<file path="src/design/radio_irq_pkg.sv">
// Constants and types shared by the radio interrupt event unit
// Operation
// RULE1 - Group one: clock, VCO, discard, empty, full
// RULE2 - Group two: CCA through TX FIFO error
// RULE3 - Group three per FIFO; group four ack, unlock
// RULE4 - Masked events still latch their source bit
// RULE5 - Clock stable 660us after reset or wake
// RULE6 - Discard flag immediately on address mismatch
// RULE7 - Discard after frame plus processing delay
// RULE8 - TX empty at trigger, FEC wake delay
// RULE9 - RX empty when reads go below trigger
// RULE10 - TX prep full when writes exceed trigger
// RULE11 - RX full after bytes exceed trigger
// RULE12 - Symbol time follows the data rate
// RULE13 - Active-low interrupt while unmasked event pending
// RULE14 - Four enable groups mask the sources
// RULE15 - Host clears each serviced source bit
package radio_irq_pkg;

    // ------------------------------------------------------------
    // Clock and timing
    // ------------------------------------------------------------
    localparam int CLK_PERIOD_PS    = 5000;
    localparam int CLK_STABLE_PS    = 660000000;
    localparam int DISC_NOFEC_PS    = 5550000;
    localparam int DISC_FEC_PS      = 315550000;
    localparam int TX_FEC_WAKE_PS   = 106000000;
    localparam int RX_FEC_PROC_PS   = 305000000;
    localparam int SYM_100K_PS      = 10000000;
    localparam int SYM_50K_PS       = 20000000;
    localparam int SYM_200K_PS      = 5000000;
    localparam int SYM_400K_PS      = 2500000;
    // Least times round up to whole cycles
    localparam int CLK_STABLE_CYC   = (CLK_STABLE_PS + CLK_PERIOD_PS - 1) / CLK_PERIOD_PS;
    localparam int DISC_NOFEC_CYC   = (DISC_NOFEC_PS + CLK_PERIOD_PS - 1) / CLK_PERIOD_PS;
    localparam int DISC_FEC_CYC     = (DISC_FEC_PS + CLK_PERIOD_PS - 1) / CLK_PERIOD_PS;
    localparam int TX_FEC_WAKE_CYC  = (TX_FEC_WAKE_PS + CLK_PERIOD_PS - 1) / CLK_PERIOD_PS;
    localparam int RX_FEC_PROC_CYC  = (RX_FEC_PROC_PS + CLK_PERIOD_PS - 1) / CLK_PERIOD_PS;
    localparam int SYM_100K_CYC     = (SYM_100K_PS + CLK_PERIOD_PS - 1) / CLK_PERIOD_PS;
    localparam int SYM_50K_CYC      = (SYM_50K_PS + CLK_PERIOD_PS - 1) / CLK_PERIOD_PS;
    localparam int SYM_200K_CYC     = (SYM_200K_PS + CLK_PERIOD_PS - 1) / CLK_PERIOD_PS;
    localparam int SYM_400K_CYC     = (SYM_400K_PS + CLK_PERIOD_PS - 1) / CLK_PERIOD_PS;
    localparam int BITS_PER_BYTE_SH = 3;

    // ------------------------------------------------------------
    // Event bit positions
    // ------------------------------------------------------------
    localparam int BIT_CLK_STABLE   = 0;
    localparam int BIT_VCO_CAL      = 2;
    localparam int BIT_DISCARD      = 3;
    localparam int BIT_FIFO_EMPTY   = 4;
    localparam int BIT_FIFO_FULL    = 5;
    localparam int BIT_CCA_DONE     = 8;
    localparam int BIT_TX_FIFO_ERR  = 15;
    localparam int BIT_TX_DONE0     = 16;
    localparam int BIT_TX_ACCEPT1   = 23;
    localparam int BIT_AUTO_ACK     = 24;
    localparam int BIT_PLL_UNLOCK   = 25;
    localparam int NUM_EVENTS       = 26;
    localparam int NUM_GROUPS       = 4;
    localparam int GROUP_W          = 8;
    // Implemented bits; 1, 6, 7 and 26 up read zero
    localparam logic [31:0] SRC_IMPL_MASK = 32'h03FF_FF3D;
    // Events fed straight from the radio core
    localparam logic [31:0] SRC_EXT_MASK  = 32'h03FF_FF04;

    // ------------------------------------------------------------
    // Register map
    // ------------------------------------------------------------
    localparam logic [7:0] ADDR_SRC_BASE  = 8'h00;
    localparam logic [7:0] ADDR_EN_BASE   = 8'h10;
    localparam logic [7:0] ADDR_CTRL      = 8'h20;
    localparam logic [7:0] ADDR_TRIG      = 8'h24;
    localparam logic [7:0] ADDR_STATUS    = 8'h28;
    localparam int         CTRL_DAC_BIT   = 0;
    localparam int         CTRL_FEC_BIT   = 1;
    localparam int         CTRL_RATE_LSB  = 2;
    localparam int         TRIG_FULL_LSB  = 8;
    localparam logic [7:0] TRIG_EMPTY_RST = 8'h02;
    localparam logic [7:0] TRIG_FULL_RST  = 8'h05;
    localparam logic [1:0] RESP_OKAY      = 2'b00;
    localparam logic [1:0] RESP_SLVERR    = 2'b10;

    // ------------------------------------------------------------
    // Timers
    // ------------------------------------------------------------
    localparam int T_CLK     = 0;
    localparam int T_DISC    = 1;
    localparam int T_TXF     = 2;
    localparam int T_RXF     = 3;
    localparam int NUM_TIMER = 4;

    typedef enum logic [1:0] {
        RATE_100K = 2'b00,
        RATE_50K  = 2'b01,
        RATE_200K = 2'b10,
        RATE_400K = 2'b11
    } rate_e;

    typedef enum logic [1:0] {
        FR_IDLE = 2'b00,
        FR_RX   = 2'b01,
        FR_HOLD = 2'b10
    } frame_state_e;

endpackage

</file>
<file path="src/design/event_delay.sv">
// One-shot countdown that pulses done a set number of cycles after start
`timescale 1ns/10ps
module event_delay
(
    // Clock and reset
    input  wire logic        clock,
    input  wire logic        sys_rst,
    // Control
    input  wire logic        start,
    input  wire logic [31:0] load,
    // Result
    output logic             busy,
    output logic             done
);

    logic [31:0] cnt_q;

    // Restart wins, so a fresh reference point moves the deadline
    always_ff @(posedge clock)
    begin
        if (sys_rst)
        begin
            cnt_q <= 32'h0;
            busy  <= 1'b0;
            done  <= 1'b0;
        end
        else if (start)
        begin
            cnt_q <= (load == 32'h0) ? 32'h1 : load;
            busy  <= 1'b1;
            done  <= 1'b0;
        end
        else if (busy && cnt_q == 32'h1)
        begin
            busy <= 1'b0;
            done <= 1'b1;
        end
        else
        begin
            cnt_q <= busy ? cnt_q - 32'h1 : cnt_q;
            done  <= 1'b0;
        end
    end

endmodule // event_delay

</file>
<file path="src/design/radio_interrupt_event_unit.sv">
// Interrupt event collection, timing and AXI4-Lite registers of the radio
`timescale 1ns/10ps
module radio_interrupt_event_unit
    import radio_irq_pkg::*;
#(
    parameter int CLK_STABLE_CYCLES = CLK_STABLE_CYC,
    parameter int DISC_FEC_CYCLES   = DISC_FEC_CYC,
    parameter int TX_FEC_CYCLES     = TX_FEC_WAKE_CYC,
    parameter int RX_FEC_CYCLES     = RX_FEC_PROC_CYC
)
(
    // Clock and reset
    input  wire logic        clock,
    input  wire logic        sys_rst,
    // AXI4-Lite write
    input  wire logic [7:0]  awaddr,
    input  wire logic        awvalid,
    output logic             awready,
    input  wire logic [31:0] wdata,
    input  wire logic [3:0]  wstrb,
    input  wire logic        wvalid,
    output logic             wready,
    output logic [1:0]       bresp,
    output logic             bvalid,
    input  wire logic        bready,
    // AXI4-Lite read
    input  wire logic [7:0]  araddr,
    input  wire logic        arvalid,
    output logic             arready,
    output logic [31:0]      rdata,
    output logic [1:0]       rresp,
    output logic             rvalid,
    input  wire logic        rready,
    // Chip pin and power state
    input  wire logic        chip_reset_pin_n,
    input  wire logic        sleep_wake,
    // Radio core status
    input  wire logic        frame_delimiter,
    input  wire logic        addr_mismatch,
    input  wire logic        rx_frame_end,
    input  wire logic [11:0] frame_bytes,
    input  wire logic        rx_byte_stb,
    input  wire logic        tx_start,
    input  wire logic        tx_active,
    input  wire logic        rx_active,
    input  wire logic [8:0]  fifo_level,
    input  wire logic [25:0] evt_pulse,
    // Interrupt line
    output logic             irq_out_n
);

    // ------------------------------------------------------------
    // Declarations
    // ------------------------------------------------------------
    logic [2:0]         pin_sync_q;
    logic               pin_filt_q;
    logic [31:0]        src_q;
    logic [31:0]        en_q;
    logic               dac_q;
    logic               fec_q;
    rate_e              rate_q;
    logic [7:0]         trig_empty_q;
    logic [7:0]         trig_full_q;
    frame_state_e       fr_q;
    frame_state_e       fr_d;
    logic [31:0]        elapsed_q;
    logic [11:0]        rx_bytes_q;
    logic               rx_full_done_q;
    logic [8:0]         lvl_q;
    logic               aw_full_q;
    logic               w_full_q;
    logic [7:0]         wa_q;
    logic [31:0]        wd_q;
    logic [3:0]         ws_q;
    logic [NUM_TIMER-1:0] t_start;
    logic [NUM_TIMER-1:0] t_busy;
    logic [NUM_TIMER-1:0] t_done;
    logic [31:0]        t_load [NUM_TIMER];

    // ------------------------------------------------------------
    // Reset pin synchroniser
    // ------------------------------------------------------------
    wire pin_settled = pin_sync_q[1] == pin_sync_q[2];
    wire pin_release = pin_settled & pin_sync_q[2] & ~pin_filt_q;

    always_ff @(posedge clock)
    begin
        if (sys_rst)
        begin
            pin_sync_q <= 3'h0;
            pin_filt_q <= 1'b0;
        end
        else
        begin
            pin_sync_q <= {pin_sync_q[1:0], chip_reset_pin_n};
            pin_filt_q <= pin_settled ? pin_sync_q[2] : pin_filt_q;
        end
    end

    // ------------------------------------------------------------
    // Symbol time and frame length
    // ------------------------------------------------------------
    // RULE12 - rate selects symbol
    wire [31:0] sym_cyc = (rate_q == RATE_50K)  ? 32'(SYM_50K_CYC)  :
                          (rate_q == RATE_200K) ? 32'(SYM_200K_CYC) :
                          (rate_q == RATE_400K) ? 32'(SYM_400K_CYC) :
                                                  32'(SYM_100K_CYC);
    // RULE7 - FEC doubles symbols
    wire [4:0]  bit_sh    = 5'(BITS_PER_BYTE_SH) + {4'h0, fec_q};
    wire [31:0] byte_cyc  = 32'({20'h0, frame_bytes} * sym_cyc);
    wire [31:0] proc_cyc  = fec_q ? 32'(DISC_FEC_CYCLES) : 32'(DISC_NOFEC_CYC);
    wire [31:0] frame_cyc = (byte_cyc << bit_sh) + proc_cyc;
    // Time already spent since the delimiter is not waited twice
    wire [31:0] disc_left = (frame_cyc > elapsed_q) ? frame_cyc - elapsed_q : 32'h1;

    // ------------------------------------------------------------
    // Frame tracking for address filtering
    // ------------------------------------------------------------
    wire in_frame  = fr_q == FR_RX;
    // RULE6 - immediate discard
    wire disc_now  = in_frame & addr_mismatch & ~dac_q;
    // RULE7 - discard after frame
    wire disc_wait = in_frame & addr_mismatch & dac_q;

    always_comb
    begin
        fr_d = fr_q;
        case (fr_q)
            FR_IDLE:
            begin
                if (frame_delimiter)
                    fr_d = FR_RX;
            end
            FR_RX:
            begin
                if (addr_mismatch)
                    fr_d = dac_q ? FR_HOLD : FR_IDLE;
                else if (rx_frame_end)
                    fr_d = FR_IDLE;
            end
            FR_HOLD:
            begin
                if (t_done[T_DISC])
                    fr_d = FR_IDLE;
            end
            default:
            begin
                fr_d = FR_IDLE;
            end
        endcase
    end

    always_ff @(posedge clock)
    begin
        if (sys_rst)
        begin
            fr_q      <= FR_IDLE;
            elapsed_q <= 32'h0;
        end
        else
        begin
            fr_q      <= fr_d;
            elapsed_q <= frame_delimiter ? 32'h1 : elapsed_q + {31'h0, in_frame};
        end
    end

    // ------------------------------------------------------------
    // FIFO trigger crossings
    // ------------------------------------------------------------
    wire [8:0] empty_lvl = {1'b0, trig_empty_q};
    wire [8:0] full_lvl  = {1'b0, trig_full_q};
    // RULE8 - TX empty after wake
    wire tx_empty_hit = tx_active & ~t_busy[T_TXF] & (lvl_q > empty_lvl)
                        & (fifo_level <= empty_lvl);
    // RULE9 - RX read below trigger
    wire rx_empty_hit = rx_active & (lvl_q >= empty_lvl) & (fifo_level < empty_lvl);
    // RULE10 - TX prep overfill
    wire tx_full_hit  = ~tx_active & ~rx_active & (lvl_q <= full_lvl)
                        & (fifo_level > full_lvl);
    // RULE11 - RX bytes past trigger
    wire rx_full_hit  = rx_active & ~rx_full_done_q & ({1'b0, rx_bytes_q} > {5'h0, full_lvl});

    always_ff @(posedge clock)
    begin
        if (sys_rst)
        begin
            lvl_q          <= 9'h0;
            rx_bytes_q     <= 12'h0;
            rx_full_done_q <= 1'b0;
        end
        else
        begin
            lvl_q          <= fifo_level;
            rx_bytes_q     <= frame_delimiter ? 12'h0 : rx_bytes_q + {11'h0, rx_byte_stb};
            rx_full_done_q <= ~frame_delimiter & (rx_full_done_q | rx_full_hit);
        end
    end

    // ------------------------------------------------------------
    // Delay timers
    // ------------------------------------------------------------
    // RULE5 - start on release or wake
    assign t_start[T_CLK]  = pin_release | sleep_wake;
    assign t_load[T_CLK]   = 32'(CLK_STABLE_CYCLES);
    assign t_start[T_DISC] = disc_wait;
    assign t_load[T_DISC]  = disc_left;
    // RULE8 - FEC wake delay
    assign t_start[T_TXF]  = tx_start & fec_q;
    assign t_load[T_TXF]   = 32'(TX_FEC_CYCLES);
    // RULE11 - FEC processing delay
    assign t_start[T_RXF]  = rx_full_hit & fec_q;
    assign t_load[T_RXF]   = 32'(RX_FEC_CYCLES);

    generate
        for (genvar t = 0; t < NUM_TIMER; t++)
        begin : g_timer
            event_delay u_delay
            (
                .clock   (clock),
                .sys_rst (sys_rst),
                .start   (t_start[t]),
                .load    (t_load[t]),
                .busy    (t_busy[t]),
                .done    (t_done[t])
            );
        end
    endgenerate

    // ------------------------------------------------------------
    // Event sources
    // ------------------------------------------------------------
    wire ev_clk   = t_done[T_CLK];
    wire ev_disc  = disc_now | t_done[T_DISC];
    wire ev_empty = tx_empty_hit | rx_empty_hit;
    wire ev_full  = tx_full_hit | (rx_full_hit & ~fec_q) | t_done[T_RXF];

    // RULE1 - group one layout
    wire [31:0] loc_set = (32'(ev_clk) << BIT_CLK_STABLE) | (32'(ev_disc) << BIT_DISCARD)
                        | (32'(ev_empty) << BIT_FIFO_EMPTY) | (32'(ev_full) << BIT_FIFO_FULL);
    // RULE2 - radio core events
    // RULE3 - per-FIFO and group four
    wire [31:0] ext_set = {6'h0, evt_pulse} & SRC_EXT_MASK;
    wire [31:0] ev_set  = loc_set | ext_set;

    // ------------------------------------------------------------
    // AXI4-Lite write path
    // ------------------------------------------------------------
    wire aw_take = awvalid & awready;
    wire w_take  = wvalid & wready;
    wire wr_do   = aw_full_q & w_full_q & ~bvalid;
    wire wa_ok   = wa_q[1:0] == 2'b00;
    wire wa_src  = wa_ok & (wa_q[7:4] == ADDR_SRC_BASE[7:4]);
    wire wa_en   = wa_ok & (wa_q[7:4] == ADDR_EN_BASE[7:4]);
    wire wa_ctrl = wa_q == ADDR_CTRL;
    wire wa_trig = wa_q == ADDR_TRIG;
    wire wa_stat = wa_q == ADDR_STATUS;
    wire wa_hit  = wa_src | wa_en | wa_ctrl | wa_trig | wa_stat;
    wire lane0   = wr_do & ws_q[0];
    wire lane1   = wr_do & ws_q[1];

    wire        aw_full_d = aw_take | (aw_full_q & ~wr_do);
    wire        w_full_d  = w_take | (w_full_q & ~wr_do);
    wire        bvalid_d  = wr_do | (bvalid & ~bready);
    wire [31:0] src_clr;
    wire [31:0] en_next;

    generate
        for (genvar g = 0; g < NUM_GROUPS; g++)
        begin : g_group
            wire sel = wa_q[3:2] == 2'(g);
            // RULE15 - write one clears
            assign src_clr[g*GROUP_W +: GROUP_W] = (lane0 & wa_src & sel) ?
                                                   wd_q[GROUP_W-1:0] : 8'h00;
            // RULE14 - enable group write
            assign en_next[g*GROUP_W +: GROUP_W] = (lane0 & wa_en & sel) ?
                                                   wd_q[GROUP_W-1:0] :
                                                   en_q[g*GROUP_W +: GROUP_W];
        end
    endgenerate

    // RULE4 - latch regardless of mask
    wire [31:0] src_d = ((src_q & ~src_clr) | ev_set) & SRC_IMPL_MASK;
    wire        pend  = |(src_q & en_q);

    always_ff @(posedge clock)
    begin
        if (sys_rst)
        begin
            aw_full_q <= 1'b0;
            w_full_q  <= 1'b0;
            awready   <= 1'b0;
            wready    <= 1'b0;
            bvalid    <= 1'b0;
            bresp     <= RESP_OKAY;
            wa_q      <= 8'h00;
            wd_q      <= 32'h0;
            ws_q      <= 4'h0;
        end
        else
        begin
            aw_full_q <= aw_full_d;
            w_full_q  <= w_full_d;
            awready   <= ~aw_full_d & ~bvalid_d;
            wready    <= ~w_full_d & ~bvalid_d;
            bvalid    <= bvalid_d;
            bresp     <= wr_do ? (wa_hit ? RESP_OKAY : RESP_SLVERR) : bresp;
            wa_q      <= aw_take ? awaddr : wa_q;
            wd_q      <= w_take ? wdata : wd_q;
            ws_q      <= w_take ? wstrb : ws_q;
        end
    end

    // ------------------------------------------------------------
    // Registers
    // ------------------------------------------------------------
    always_ff @(posedge clock)
    begin
        if (sys_rst)
        begin
            src_q        <= 32'h0;
            en_q         <= 32'h0;
            dac_q        <= 1'b0;
            fec_q        <= 1'b0;
            rate_q       <= RATE_100K;
            trig_empty_q <= TRIG_EMPTY_RST;
            trig_full_q  <= TRIG_FULL_RST;
        end
        else
        begin
            src_q        <= src_d;
            en_q         <= en_next & SRC_IMPL_MASK;
            dac_q        <= (lane0 & wa_ctrl) ? wd_q[CTRL_DAC_BIT] : dac_q;
            fec_q        <= (lane0 & wa_ctrl) ? wd_q[CTRL_FEC_BIT] : fec_q;
            rate_q       <= (lane0 & wa_ctrl) ? rate_e'(wd_q[CTRL_RATE_LSB +: 2]) : rate_q;
            trig_empty_q <= (lane0 & wa_trig) ? wd_q[7:0] : trig_empty_q;
            trig_full_q  <= (lane1 & wa_trig) ? wd_q[TRIG_FULL_LSB +: 8] : trig_full_q;
        end
    end

    // ------------------------------------------------------------
    // Interrupt line
    // ------------------------------------------------------------
    // Next values used so unmasking a pending bit acts at once
    // RULE13 - low while unmasked pending
    wire irq_d = |(src_d & en_next);

    always_ff @(posedge clock)
    begin
        if (sys_rst)
            irq_out_n <= 1'b1;
        else
            irq_out_n <= ~irq_d;
    end

    // ------------------------------------------------------------
    // AXI4-Lite read path
    // ------------------------------------------------------------
    wire ar_take = arvalid & arready;
    wire ra_ok   = araddr[1:0] == 2'b00;
    wire ra_src  = ra_ok & (araddr[7:4] == ADDR_SRC_BASE[7:4]);
    wire ra_en   = ra_ok & (araddr[7:4] == ADDR_EN_BASE[7:4]);
    wire ra_ctrl = araddr == ADDR_CTRL;
    wire ra_trig = araddr == ADDR_TRIG;
    wire ra_stat = araddr == ADDR_STATUS;
    wire ra_hit  = ra_src | ra_en | ra_ctrl | ra_trig | ra_stat;

    wire [4:0]  ra_sh    = {araddr[3:2], 3'b000};
    wire [7:0]  src_rd   = src_q[ra_sh +: GROUP_W];
    wire [7:0]  en_rd    = en_q[ra_sh +: GROUP_W];
    wire [31:0] ctrl_rd  = {28'h0, rate_q, fec_q, dac_q};
    wire [31:0] trig_rd  = {16'h0, trig_full_q, trig_empty_q};
    // Live view of the block's own progress
    wire [31:0] stat_rd  = {7'h0, lvl_q, 8'h0, t_busy, fr_q, 1'b0, pend};
    wire [31:0] rd_word  = ra_src  ? {24'h0, src_rd} :
                           ra_en   ? {24'h0, en_rd}  :
                           ra_ctrl ? ctrl_rd         :
                           ra_trig ? trig_rd         :
                           ra_stat ? stat_rd         : 32'h0;
    wire        rvalid_d = ar_take | (rvalid & ~rready);

    always_ff @(posedge clock)
    begin
        if (sys_rst)
        begin
            arready <= 1'b0;
            rvalid  <= 1'b0;
            rdata   <= 32'h0;
            rresp   <= RESP_OKAY;
        end
        else
        begin
            arready <= ~rvalid_d;
            rvalid  <= rvalid_d;
            rdata   <= ar_take ? rd_word : rdata;
            rresp   <= ar_take ? (ra_hit ? RESP_OKAY : RESP_SLVERR) : rresp;
        end
    end

endmodule // radio_interrupt_event_unit

</file>
<file path="config.mk">
export PLATFORM = sky130hd
export DESIGN_NAME = radio_interrupt_event_unit
export DESIGN_NICKNAME = d
export VERILOG_FILES = /design/src/design/radio_irq_pkg.sv /design/src/design/event_delay.sv /design/src/design/radio_interrupt_event_unit.sv
export SDC_FILE = /design/constraint.sdc
export NUM_CORES = 1
export LEC_CHECK = 0
export BUFFER_PORTS_ARGS = -buffer_cell sky130_fd_sc_hd__buf_4
export CAP_MARGIN = 20
export CORE_MARGIN = 2
export CORE_UTILIZATION = 67
export CTS_CLUSTER_DIAMETER = 60
export DETAILED_ROUTE_END_ITERATION = 8
export PLACE_DENSITY = 0.87
export SYNTH_ARGS = -nofsm -noshare
export SYNTH_HDL_FRONTEND = slang
export SYNTH_SLANG_ARGS = --single-unit
</file>
<file path="constraint.sdc">
create_clock -name clock -period 25.7 [get_ports clock]
set_clock_uncertainty 0.1 [all_clocks]
set_input_delay 5.14 -clock clock [delete_from_list [all_inputs] [get_ports clock]]
set_output_delay 5.14 -clock clock [all_outputs]
set_load 0.01 [all_outputs]
</file>
# Yosys cells after proc, flatten, opt, wreduce, memory -nomap -nowiden
# Index checks and enable logic that the tools add are counted.
[word_totals]
wordCells = 274
in_bits = 115
reg_bits = 340
out_inout_bits = 42
[op_classes]
n_shift = 3
n_mux = 51
n_reduce_logical = 34
order_cmp = 8
n_mul = 1
add_sub_neg = 9
bitwise_logic = 96
n_eq_ne = 28
[op_table]
columns = ["operator", "count"]
rows = [
  ["$mux W32", 5],
  ["$eq A32 B1 Y1 const B", 4],
  ["$sub A32 B1 Y32 const B", 4],
  ["$mux W25", 5],
  ["$and A26 B32 Y32", 2],
  ["$mux W16", 4],
  ["$reduce_or A32 Y1", 2],
  ["$shiftx A32 B6 Y8", 2],
  ["$mux W8", 7],
  ["$mux W18", 3],
  ["$and A1 B1 Y1", 49],
  ["$eq A8 B6 Y1 const B", 6],
  ["$mux W15", 3],
  ["$add A32 B1 Y32", 1],
  ["$add A32 B16 Y32", 1],
  ["$gt A32 B32 Y1", 1],
  ["$logic_not A32 Y1", 1],
  ["$shl A24 B3 Y32", 1],
  ["$sub A32 B32 Y32", 1],
  ["$and A26 B26 Y26", 1],
  ["$not A26 Y26", 1],
  ["$or A26 B26 Y26", 1],
  ["$or A6 B26 Y26", 1],
  ["$mul A12 B12 Y24", 1],
  ["31 further kinds", 123],
]

# Depth between registers and ports, before layout
# Gate-level depths: netlist (run 1).
[depth]
depth_word = 12
mapped_depth = 46

# Hierarchy
# A second synthesis (run 1) with hierarchy kept.
[unflattened]
cells_unflattened = 3083
hier_area_um2 = 25439.4
[by_module_without_submodules]
columns = ["mod", "n_inst", "cells_each", "area_each_um2"]
rows = [
  ["radio_interrupt_event_unit", 1, 1919, 15610.0],
  ["event_delay", 4, 291, 2457.4],
]

# Worst setup path before layout (run 1)
# OpenSTA, ideal clock, no wires.
[synth_timing]
path_kind = "input -> register"
start = "input frame_bytes[5]"
end = "register g_timer[1].u_delay.cnt_q[7]"
setup_time_ps = 132
required_ps = 25468
n_path_buf = 3
path_stages = 37
arrival_time_ps = 13563
slack_ps = 11905
cell_sequence = "nand2b_1 -> fa_1 -> fa_1 -> fa_1 -> inv_1 -> fa_1 -> inv_1 -> fa_1 -> inv_1 -> ha_1 -> clkbuf_1 -> o21ai_0 -> a21boi_0 -> a2bb2oi_1 -> xor2_1 -> nor2_1 -> a21oi_1 -> ha_1 -> or3_1 -> a311oi_1 -> or3_1 -> or3_1 -> clkbuf_1 -> nor3_2 -> mux2_2 -> o2bb2ai_1 -> ha_1 -> clkbuf_1 -> and4_1 -> and3_1 -> a211o_1 -> o21ai_0 -> a21boi_0 -> o31ai_1 -> o21ai_0 -> a21oi_1 -> nor3_1"
[synth_via]
elab_chain_cells = 8
word_cells_on_any_way = 9
cone_classes = "add/sub: 2; mul: 1; order compare: 1; shift: 1; mux: 3; reduce/logical: 1"
[synth_lines]
columns = ["element", "line_no", "rtl"]
rows = [
  ["from (decl)", "radio_interrupt_event_unit.sv:41", "input wire logic [11:0] frame_bytes,"],
  ["$mul A12 B12 Y24 (*)", "radio_interrupt_event_unit.sv:110", "wire [31:0] byte_cyc = 32'({20'h0, frame_bytes} * sym_cyc);"],
  ["$shl A24 B3 Y32 (*)", "radio_interrupt_event_unit.sv:112", "wire [31:0] frame_cyc = (byte_cyc << bit_sh) + proc_cyc;"],
  ["$add A32 B16 Y32 (*)", "radio_interrupt_event_unit.sv:112", ""],
  ["$sub A32 B32 Y32 or $gt A32 B32 Y1 (tied branches)", "radio_interrupt_event_unit.sv:114", "wire [31:0] disc_left = (frame_cyc > elapsed_q) ? frame_cyc - elapsed_q : 32'h1;"],
  ["$mux W32 (*)", "radio_interrupt_event_unit.sv:114", ""],
  ["$logic_not A32 Y1", "event_delay.sv:29", "cnt_q <= (load == 32'h0) ? 32'h1 : load;"],
  ["$mux W32 (*)", "event_delay.sv:29", ""],
  ["$mux W32 (*)", "event_delay.sv:27", "else if (start)"],
  ["to (signal assigned)", "event_delay.sv:29", ""],
  ["to (signal assigned)", "event_delay.sv:40", "cnt_q <= busy ? cnt_q - 32'h1 : cnt_q;"],
  ["to (decl)", "event_delay.sv:16", "logic [31:0] cnt_q;"],
]
# Every way passes the cells marked *; elsewhere a longest branch is shown, timed or not.
# A chain may end at the register's enable or synchronous reset.

# Worst setup path in the final report (run 1)
[layout_timing]
start = "input frame_bytes[5]"
end = "register g_timer[1].u_delay.cnt_q[10]"
# The elaborated chain is that of the path after synthesis.

==> flow_summary.yaml, run 1 <==
power_and_ir_drop:
  combPwrFrac_pct: 63.0
  power_per_cell_area_mw_per_mm2: 112.9
  p_leak_nw: 10.40
  pwr-share-clk_pct: 18.5
  seq_power_share_pct: 18.5
  internal-power_w: 0.001490
  switchingPower_w: 0.001319
  p_sw_share_pct: 46.96
  ir_drop_v: 0.0001581
grt:
  met2_usage_pct: 54.99
  grt_pass1_wl_mm: 96.19
  grt_max_degree: 123
  grt_pass1_vias: 20040
  grt_antenna_before_repair: 1
  use_met3_pct: 4.398
  grt_overflow: 0
  met1_usage_pct: 41.60
  grt.total_usage_pct: 32.37
  grt.busiest_layer: "met2"
drt:
  drtIter0Drc: 1704
  post-route-drc-count: 0
  wl_per_cell_microns: 17.59
  routed_via_density: 6.208
  wl_mm: 58.14
  dr.pass1.iters: 6
  vias: 20520
  antenna_left: 0
critical_path:
  path_delay_family: "adder cells"
  slowest_stage: "fa_1"
  crit_buf_inv: 5
  slowest_delay_ps: 580
  rr_startpoint: "rate_q[1]"
  r2r_cells: 39
  critPathMaxFanout: 29
  startpoint_type: "primary input"
  cp.depth: 36
  crit_type: "in -> reg"
  endpoint_kind: "flip-flop"
  cp.required_ps: 26030
  cp_data_arrival_time_ps: 14510
  cp_common_cell: "fa_1"
  rr_endpoint: "g_timer[1].u_delay.cnt_q[10]"
  reg2reg_slack_ps: 14610
yosys:
  seq_area_frac_synth_pct: 28.48
  ys_async_sr_fraction_pct: 0
  synth_ff_type: "dfxtp_1"
  synth-edff-count: 0
  synthCells: 2789
  synth_area_sq_mm: 0.02264
  synth_cell_type_count: 88
  yosys_register_bits: 322
  avgSynthCellArea_sq_um: 8.116
  ys_warn_count: 0
cells_and_area:
  antenna_cells: 0
  final_core_util_pct: 74.54
  fin_nets: 3191
  area_growth_pct: 9.872
  drive_gt1_share_pct: 8.085
floorplanning:
  ios: 157
  num_rows: 67
  die_area_sq_mm: 0.03527
  fp.dieH_microns: 187.8
  fp.coreArea_sq_mm: 0.03336
  die_x_microns: 187.8
  initial_core_util_pct: 67.84
clock_network:
  cts_buffer_depth: 3
  ctsHoldBuffers: 0
  clock-sinks: 322
  cts_tree: "yes"
  htree_num_levels: 2
  clk_latency_ps: 540
  post_cts_buffers: 0
  clkTransAtPathRegs_ps: 60
  numCtsBuffers: 36
  cts_root_buf: "clkbuf_16"
  cts_resized: 0
timing:
  max_freq_mhz: 70.47
  slew_viol_final: 0
  worstMarginPinSlew_ps: 1229
  period_minus_slack_ps: 14190
  tns_ps: 0
  finalHoldViolCount: 0
  setup_viol: 0
  relSlewSlack_pct: 17.32
  grt_setup_unrepaired: "false"
  post-route-period-util_pct: 55.21
placement:
  port_buffers: 122
  globalplace.congestion: 0.9371
  dp_hpwl_mm: 43.17
worst_hold_path:
  hold_path_depth: 2
  min_path_type: "reg -> reg"
  whs_endpoint: "wd_q[8]"
  hp-start: "wd_q[8]"
run:
  max-cap-violations: 0
status:
  status: "complete, no violations"
[synth_stat cells (all sizes together) (8+ instances only)]
cell type / n / share of area (%)
a221oi: 15 / 0.61
and3: 22 / 0.61
ha: 162 / 9.0
o211ai: 17 / 0.59
nor2b: 55 / 1.5
a21o: 18 / 0.60
a211o: 8 / 0.31
a22oi: 24 / 0.80
nand3b: 11 / 0.38
dfxtp: 322 / 28
a211oi: 25 / 0.83
mux2: 9 / 0.45
or2: 16 / 0.44
o21ai: 87 / 1.9
xnor2: 123 / 4.8
a21oi: 217 / 4.8
xor2: 56 / 2.2
o21a: 21 / 0.70
or4: 26 / 0.91
buf: 20 / 0.52
nand2b: 54 / 1.5
nor4: 50 / 1.6
clkbuf: 115 / 1.9
nor2: 341 / 5.7
nand4b: 8 / 0.31
mux2i: 56 / 2.5
inv: 198 / 3.3
a31oi: 22 / 0.61
nand3: 51 / 1.1
fa: 79 / 7.0
nor3: 99 / 2.2
and2: 45 / 1.2
o22ai: 12 / 0.33
o311ai: 10 / 0.39
nand2: 215 / 3.6
nand4: 26 / 0.72
or3: 38 / 1.1
o31ai: 11 / 0.43
[kinds of logic after synthesis]
group                      count (synthesis)  synth area share, %
AOI/OAI and AO/OA                        560                15.79
xor gates and xnor gates                 179                6.926
adders and majority gates                241                15.94
buffers and inverters                    333                5.710
DFF                                      322                28.48
muxes                                     67                3.123
other                                      2              0.03318
and+or+nand+nor                         1085                24.00
[registers in the layout, summed over array words and instances (netlist names), 2 cells and up]
name and count:
elapsed_q 32, en_q 23, fr_q 2, g_timer.u_delay.busy 4, g_timer.u_delay.cnt_q 128, g_timer.u_delay.done 3
lvl_q 9, pin_sync_q 3, rate_q 2, rdata 25, rx_bytes_q 12, src_q 23
trig_empty_q 8, trig_full_q 8, wa_q 8, wd_q 16, ws_q 2
[power groups by stage]
stage          clock network, W  logic (W)  registers (W)
3_5_place_dp                  0    0.00172       0.000529
5_1_grt                0.000546    0.00196       0.000519
4_1_cts                0.000524    0.00173       0.000518
3_3_place_gp                  0    0.00167       0.000529
6_report               0.000520    0.00177       0.000519
2_1_floorplan                 0    0.00135       0.000524
[cell type report]
| type | count | area [sq um] |
|---|---|---|
| clock inverter | 13 | 190.2 |
| inverter | 198 | 743.2 |
| clock buffer | 47 | 1003 |
| multi-input combinational | 2147 | 14950 |
| timing repair buffer | 130 | 979.7 |
| tap | 448 | 560.5 |
| sequential | 322 | 6447 |
| fill | 2544 | 8494 |
[worst max-delay path by stage]
stage / to / slack (ps) / from
2_1_floorplan: g_timer[1].u_delay.cnt_q[7] / 11910 / frame_bytes[5]
3_3_place_gp: g_timer[1].u_delay.cnt_q[10] / 11470 / frame_bytes[5]
3_5_place_dp: g_timer[1].u_delay.cnt_q[10] / 11150 / frame_bytes[5]
4_1_cts: g_timer[1].u_delay.cnt_q[10] / 11660 / frame_bytes[5]
5_1_grt: g_timer[1].u_delay.cnt_q[10] / 10990 / frame_bytes[5]
6_report: g_timer[1].u_delay.cnt_q[10] / 11510 / frame_bytes[5]
[layout by cell type, fill, tap and decap left out, types with 10 or more instances in the layout]
cell type	n
a22oi_1	24
conb_1	15
o31ai_1	10
o21ai_0	83
o21a_1	21
nand2b_1	54
nor4_1	45
or2_2	13
o22ai_1	12
ha_1	162
o211ai_1	16
nor3_1	98
mux2i_1	56
a211oi_1	25
nand3b_1	10
inv_1	198
a21o_1	18
and2_1	45
nand4_1	26
a221oi_1	14
buf_4	129
a21oi_1	217
dfxtp_1	321
fa_1	79
xor2_1	56
xnor2_1	123
clkbuf_16	37
nor2_1	341
nand3_1	51
a31oi_1	22
nand2_1	215
and3_1	22
or4_1	23
nor2b_1	55
or3_1	38
[metrics by stage]
| stage | instance area [sq um] | cells | hold WS, ps | worst slack, ps | power, W |
|---|---|---|---|---|---|
| after floorplan | 22680 | 2802 | 313.8 | 11910 | 0.001873 |
| after CTS | 24870 | 3305 | 356.7 | 11660 | 0.002777 |
| final | 24870 | 3305 | 355.6 | 11510 | 0.002808 |
| after global placement | 23680 | 3245 | 338.8 | 11470 | 0.002201 |
| after global routing | 24870 | 3305 | 372.7 | 10990 | 0.003023 |
| after detailed placement | 23680 | 3245 | 347.7 | 11150 | 0.002244 |
[worst reg2reg max path, delay by kind of cell, from the launching register on]
kind	cells	cell delay (ps)
and+or+nand+nor	7	2000
xor gates and xnor gates	1	260
adders and majority gates	9	3990
muxes	1	380
DFF	1	730
buffers and inverters	7	870
AOI/OAI and AO/OA	14	2670
[metal layers]
layer  part of all wire (%)  wire length, microns  vias up
met1                     42                 24160     9731
met4                    3.8                  2229        2
met3                    6.6                  3843      176
li1                       -                     -     9780
met2                     48                 27890      827
met5                  0.028                    16        -
No activity file was read; power rests on OpenSTA's default activity.
==> run 2, diff against run 1 <==
--- a/config.mk
+++ b/config.mk
@@ -5,13 +5,14 @@
 export SDC_FILE = /design/constraint.sdc
 export NUM_CORES = 1
 export LEC_CHECK = 0
+export ABC_AREA = 1
 export BUFFER_PORTS_ARGS = -buffer_cell sky130_fd_sc_hd__buf_4
 export CAP_MARGIN = 20
 export CORE_MARGIN = 2
-export CORE_UTILIZATION = 67
+export CORE_UTILIZATION = 62
 export CTS_CLUSTER_DIAMETER = 60
 export DETAILED_ROUTE_END_ITERATION = 8
-export PLACE_DENSITY = 0.87
+export PLACE_DENSITY = 0.81
 export SYNTH_ARGS = -nofsm -noshare
 export SYNTH_HDL_FRONTEND = slang
 export SYNTH_SLANG_ARGS = --single-unit
==> constraint.sdc (replaced) <==
create_clock -name clock -period 14.2 [get_ports clock]
set_clock_uncertainty 0.1 [all_clocks]
set_input_delay 2.84 -clock clock [delete_from_list [all_inputs] [get_ports clock]]
set_output_delay 2.84 -clock clock [all_outputs]
set_load 0.01 [all_outputs]
==> run 2 against run 1 <==
- total power up 58%
- core utilization down 4.4 points
- clock power up 92%
- count of clock-buffer cells in the layout up 3
- global-route usage up 0.28 points
- sequential share of layout area down 1.6 points
- die area up 14%
- hold slack worse by 45 ps
- non-clock buffer count up 7
- wire length up 13%
==> flow_summary.yaml, run 2 <==
placement:
  dp_hpwl_mm: 51.08
  globalplace.congestion: 0.9525
  placed_area_sq_mm: 0.02524
  port_buffers: 122
drt:
  drtIter0Drc: 1823
  vias: 23520
  dr.pass1.iters: 5
  post-route-drc-count: 0
  antenna_left: 0
  wl_per_cell_microns: 15.31
  wl_mm: 65.58
  routed_via_density: 5.488
critical_path:
  crit_type: "in -> reg"
  startpoint_type: "primary input"
  critPathMaxFanout: 22
  crit_buf_inv: 8
  cp_common_cell: "nand2_1"
  cp_data_arrival_time_ps: 11040
  cp.required_ps: 14530
  path_delay_family: "adder cells"
  slowest_delay_ps: 550
  endpoint_kind: "flip-flop"
  slowest_stage: "fa_1"
  reg2reg_slack_ps: 4640
status:
  status: "complete, no violations"
power_and_ir_drop:
  ir_drop_v: 0.0001723
  power_per_cell_area_mw_per_mm2: 167.3
  p_leak_nw: 12.92
yosys:
  ys_warn_count: 0
  synth_area_sq_mm: 0.02389
  synth.area.top_cells: "dfxtp_1, nand2_1, inv_1"
  synth_top_cell_by_area: "dfxtp_1"
  yosysMostFrequentCell: "nand2_1"
  synth-edff-count: 0
  ys_async_sr_fraction_pct: 0
  yosys_register_bits: 322
  seq_area_frac_synth_pct: 26.98
  synth_top_area_share_pct: 26.98
  avgSynthCellArea_sq_um: 6.561
  synthTopCellsByCount: "nand2_1, inv_1, nor2_1, dfxtp_1, a21oi_1"
  synth_ff_type: "dfxtp_1"
  synth_cell_type_count: 59
  synthCells: 3642
cells_and_area:
  final_common_cell: "nand2_1"
  nFillCells: 3313
  largest_reg_flops: 128
  multi_input_area_sq_mm: 0.01467
  fin_area_sq_mm: 0.02655
  regMostFlops: "g_timer.u_delay.cnt_q"
  mostFrequentLayoutCells: "nand2_1, inv_1, nor2_1"
  antenna_cells: 0
  drive_gt1_share_pct: 6.571
  fin_nets: 4102
  largest_registers: "g_timer.u_delay.cnt_q (128), elapsed_q (32), rdata (25)"
  area_growth_pct: 11.11
  regArea_sq_mm: 0.006446
clock_network:
  cts_buffer_depth: 3
  ctsHoldBuffers: 0
  clk_latency_ps: 570
  htree_num_levels: 2
  cts_root_buf: "clkbuf_16"
  cts_resized: 0
  clkTransAtPathRegs_ps: 60
  post_cts_buffers: 0
  clock-sinks: 322
  numCtsBuffers: 37
  cts_tree: "yes"
floorplanning:
  die_x_microns: 200.3
  fp.coreArea_sq_mm: 0.03784
  num_rows: 71
  ios: 157
  die_area_sq_mm: 0.04013
  fp.dieH_microns: 200.3
  initial_core_util_pct: 63.14
grt:
  grt_pass1_wl_mm: 109.9
  grt_pass1_vias: 22700
  grt_antenna_before_repair: 0
  grt.total_usage_pct: 32.65
  grt_overflow: 0
  grt_max_degree: 92
timing:
  worstMarginPinSlew_ps: 933.7
  setup_viol: 0
  post-route-period-util_pct: 75.48
  tns_ps: 0
  max_freq_mhz: 93.30
  relSlewSlack_pct: 37.53
  hold_ws_ps: 310.8
  finalHoldViolCount: 0
  grt_setup_unrepaired: "false"
  period_minus_slack_ps: 10720
  slew_viol_final: 0
worst_hold_path:
  min_path_type: "reg -> reg"
run:
  max-cap-violations: 0
## run 2: cell types whose count changed in the layout (fill, tap and decap cells not counted), moves of 96 or more
| cell | change |
|---|---|
| xnor2_1 | -96 |
| nand2_1 | +551 |
| o21ai_0 | +136 |
| nor2_1 | +123 |
| nand3_1 | +113 |
| inv_1 | +452 |
## run 2: worst paths after layout
check                 start                     endpoint  cells after the start
min           pin_sync_q[0]                pin_sync_q[1]                      2
min reg2reg   pin_sync_q[0]                pin_sync_q[1]                      2
max          frame_bytes[5]  g_timer[1].u_delay.cnt_q[0]                     42
max reg2reg       rate_q[0]  g_timer[1].u_delay.cnt_q[0]                     40
## run 2: stage by stage
stage | std cells | setup slack [ps] | power (W) | utilization [%]
floorplan | 3655 | 4285 | 0.002878 | -
global placement | 4217 | 3112 | 0.003391 | 66.69
detailed placement | 4217 | 2999 | 0.003420 | 66.69
CTS | 4284 | 3556 | 0.004423 | 70.08
global route | 4285 | 2765 | 0.004900 | 70.15
finish | 4285 | 3482 | 0.004441 | 70.15
## run 2: cell families after synthesis
logic type	share of synthesized area, %
simple gates	30.07
xor+xnor	2.383
flops	26.98
other cells	0.03143
fa+ha+maj	15.10
mux	0.04189
compound gates	13.56
buf+inv	11.83
## run 2: worst min-delay path: cells and delay by family (launching register included)
kind,cells,cell delay [ps]
buffers and inverters,1,40
and+or+nand+nor,1,30
DFF,1,300
## run 2: power breakdown
part	total [W]	internal (W)	switching, W	leakage, nW
clock network	0.00100	0.000593	0.000412	0.626
logic	0.00250	0.000863	0.00164	9.68
registers	0.000938	0.000922	0.0000159	2.61
## run 2: per-layer routing
metal | routed length (microns) | vias up | part of all wire (%) | global-route usage, %
met5 | 0 | - | 0 | 0
met4 | 1757 | 0 | 2.7 | 9.841
met3 | 4259 | 118 | 6.5 | 4.653
met2 | 29790 | 781 | 45 | 54.25
met1 | 29780 | 10780 | 45 | 44.15
li1 | - | 11840 | - | -
## run 2: cell type report
| cell class | instances | area share (%) |
|---|---|---|
| multi-input cells | 2592 | 55.26 |
| flip-flops and latches | 322 | 24.28 |
| inverters | 656 | 9.275 |
| repair buffers | 137 | 3.949 |
| clock buffers | 50 | 3.898 |
| well taps | 511 | 2.408 |
| clock inverters | 17 | 0.9332 |
==> run 3, diff against run 2 <==
--- a/config.mk
+++ b/config.mk
@@ -5,14 +5,14 @@
 export SDC_FILE = /design/constraint.sdc
 export NUM_CORES = 1
 export LEC_CHECK = 0
-export ABC_AREA = 1
+export ABC_AREA = 0
 export BUFFER_PORTS_ARGS = -buffer_cell sky130_fd_sc_hd__buf_4
 export CAP_MARGIN = 20
 export CORE_MARGIN = 2
 export CORE_UTILIZATION = 62
 export CTS_CLUSTER_DIAMETER = 60
 export DETAILED_ROUTE_END_ITERATION = 8
-export PLACE_DENSITY = 0.81
+export PLACE_DENSITY = 0.82
 export SYNTH_ARGS = -nofsm -noshare
 export SYNTH_HDL_FRONTEND = slang
 export SYNTH_SLANG_ARGS = --single-unit
==> constraint.sdc (replaced) <==
create_clock -name clock -period 10.5 [get_ports clock]
set_clock_uncertainty 0.1 [all_clocks]
set_input_delay 2.1 -clock clock [delete_from_list [all_inputs] [get_ports clock]]
set_output_delay 2.1 -clock clock [all_outputs]
set_load 0.01 [all_outputs]
==> run 3 against run 2 <==
- wire length is 9.8% lower
- hold slack better by 38 ps
- first-iteration DRC count is 9.5% lower
- via count is 11% lower
- global-route usage is 2.4 points lower
- sequential share of layout area is 0.79 points higher
- combinational power is 99% higher
- total power is 69% higher
- critical endpoint is now g_timer[1].u_delay.cnt_q[13]
- largest power group unchanged
- highest routed layer unchanged
==> flow_summary.yaml, run 3 (same netlist as run 1, synthesis figures left out) <==
status:
  status: "complete, no violations"
cells_and_area:
  regMostFlops: "g_timer.u_delay.cnt_q"
  fin_nets: 3287
  drive_gt1_share_pct: 11.53
  final_common_cell: "nor2_1"
  largest_reg_flops: 128
  largest_registers: "g_timer.u_delay.cnt_q (128), elapsed_q (32), rdata (25)"
  final_core_util_pct: 71.94
  fin_area_sq_mm: 0.02571
  mostFrequentLayoutCells: "nor2_1, dfxtp_1, buf_4"
  stdcell_count: 3419
  area_growth_pct: 13.59
drt:
  wl_per_cell_microns: 17.30
  routed_via_density: 6.113
  post-route-drc-count: 0
  antenna_left: 0
  wl_mm: 59.14
  drtIter0Drc: 1650
  vias: 20900
  dr.pass1.iters: 5
grt:
  grt_pass1_wl_mm: 96.59
  met1_usage_pct: 39.15
  grt.total_usage_pct: 30.22
  use_met3_pct: 3.592
  grt_overflow: 0
  grt_max_degree: 87
  met2_usage_pct: 52.42
  grt_pass1_vias: 20070
  grt_antenna_before_repair: 1
  grt.busiest_layer: "met2"
floorplanning:
  initial_core_util_pct: 63.33
  num_rows: 69
  fp.dieH_microns: 195.1
  die_area_sq_mm: 0.03805
  ios: 157
  die_x_microns: 195.1
  fp.coreArea_sq_mm: 0.03574
critical_path:
  endpoint_kind: "flip-flop"
  cp_data_arrival_time_ps: 10430
  crit_buf_inv: 8
  cp.required_ps: 10810
  slowest_delay_ps: 550
  critPathMaxFanout: 8
  slowest_stage: "fa_1"
  startpoint_type: "primary input"
  cp_common_cell: "fa_1"
  path_delay_family: "adder cells"
  reg2reg_slack_ps: 760
  crit_type: "in -> reg"
timing:
  worstMarginPinSlew_ps: 1071
  period_minus_slack_ps: 10120
  finalHoldViolCount: 0
  post-route-period-util_pct: 96.38
  slew_viol_final: 0
  max_freq_mhz: 98.82
  setup_viol: 0
  finalWorstSetupSlack_ps: 380.2
  relSlewSlack_pct: 28.04
placement:
  port_buffers: 122
  dpl_worst_slack_ps: -244.6
  dp.cells: 3345
  dp_hpwl_mm: 44.36
  placed_area_sq_mm: 0.02437
  globalplace.congestion: 0.9399
worst_hold_path:
  min_path_type: "reg -> reg"
run:
  max-cap-violations: 0
power_and_ir_drop:
  ir_drop_v: 0.0003617
  p_leak_nw: 10.89
  total_power_w: 0.007518
  power_per_cell_area_mw_per_mm2: 292.4
clock_network:
  numCtsBuffers: 36
  clkTransAtPathRegs_ps: 60
  htree_num_levels: 2
  cts_buffer_depth: 3
  clock-sinks: 322
  cts_root_buf: "clkbuf_16"
  cts_tree: "yes"
  clk_latency_ps: 570
run 3: final timing paths:
path | from | end | cells past startpoint
worst max-delay path | frame_bytes[5] | g_timer[1].u_delay.cnt_q[13] | 37
worst min-delay path | pin_sync_q[0] | pin_sync_q[1] | 1
worst max register to register | rate_q[0] | g_timer[1].u_delay.cnt_q[13] | 38
worst min register to register | pin_sync_q[0] | pin_sync_q[1] | 1
run 3: per-stage QoR:
| step | TNS [ps] | hold slack, ps |
|---|---|---|
| after detailed placement | -3483 | 337.6 |
| after floorplan | 0 | 313.8 |
| after CTS | 0 | 351.9 |
| final | 0 | 348.7 |
| after global routing | -83.65 | 357.4 |
| after global placement | -418.7 | 328.4 |
run 3: repair_timing:
| item | in CTS | in global routing |
|---|---|---|
| resized for setup | 0 | 17 |
| hold buffers | 0 | 0 |
| buffers inserted | 0 | 8 |
| setup endpoints to repair | 0 | 32 |
run 3: routing by layer:
metal	part of all wire (%)	vias up	wire length, microns
met1	43	10080	25220
met3	6.0	133	3536
li1	-	9955	-
met4	2.7	0	1608
met5	0	-	0
met2	49	736	28770
run 3: final cells by class:
| type | instances | area, sq um |
|---|---|---|
| inverter | 198 | 743.2 |
| timing repair buffer | 225 | 1705 |
| clock buffer | 54 | 1069 |
| fill | 2817 | 10030 |
| multi-input combinational | 2148 | 15030 |
| antenna | 1 | 2.502 |
| clock inverter | 10 | 138.9 |
| tap | 461 | 576.8 |
| sequential | 322 | 6447 |
run 3: power breakdown:
part,leakage [nW],total [W],switching [W],internal [W]
combinational,7.69,0.00497,0.00283,0.00213
sequential,2.61,0.00127,0.0000259,0.00124
clock,0.590,0.00128,0.000525,0.000758
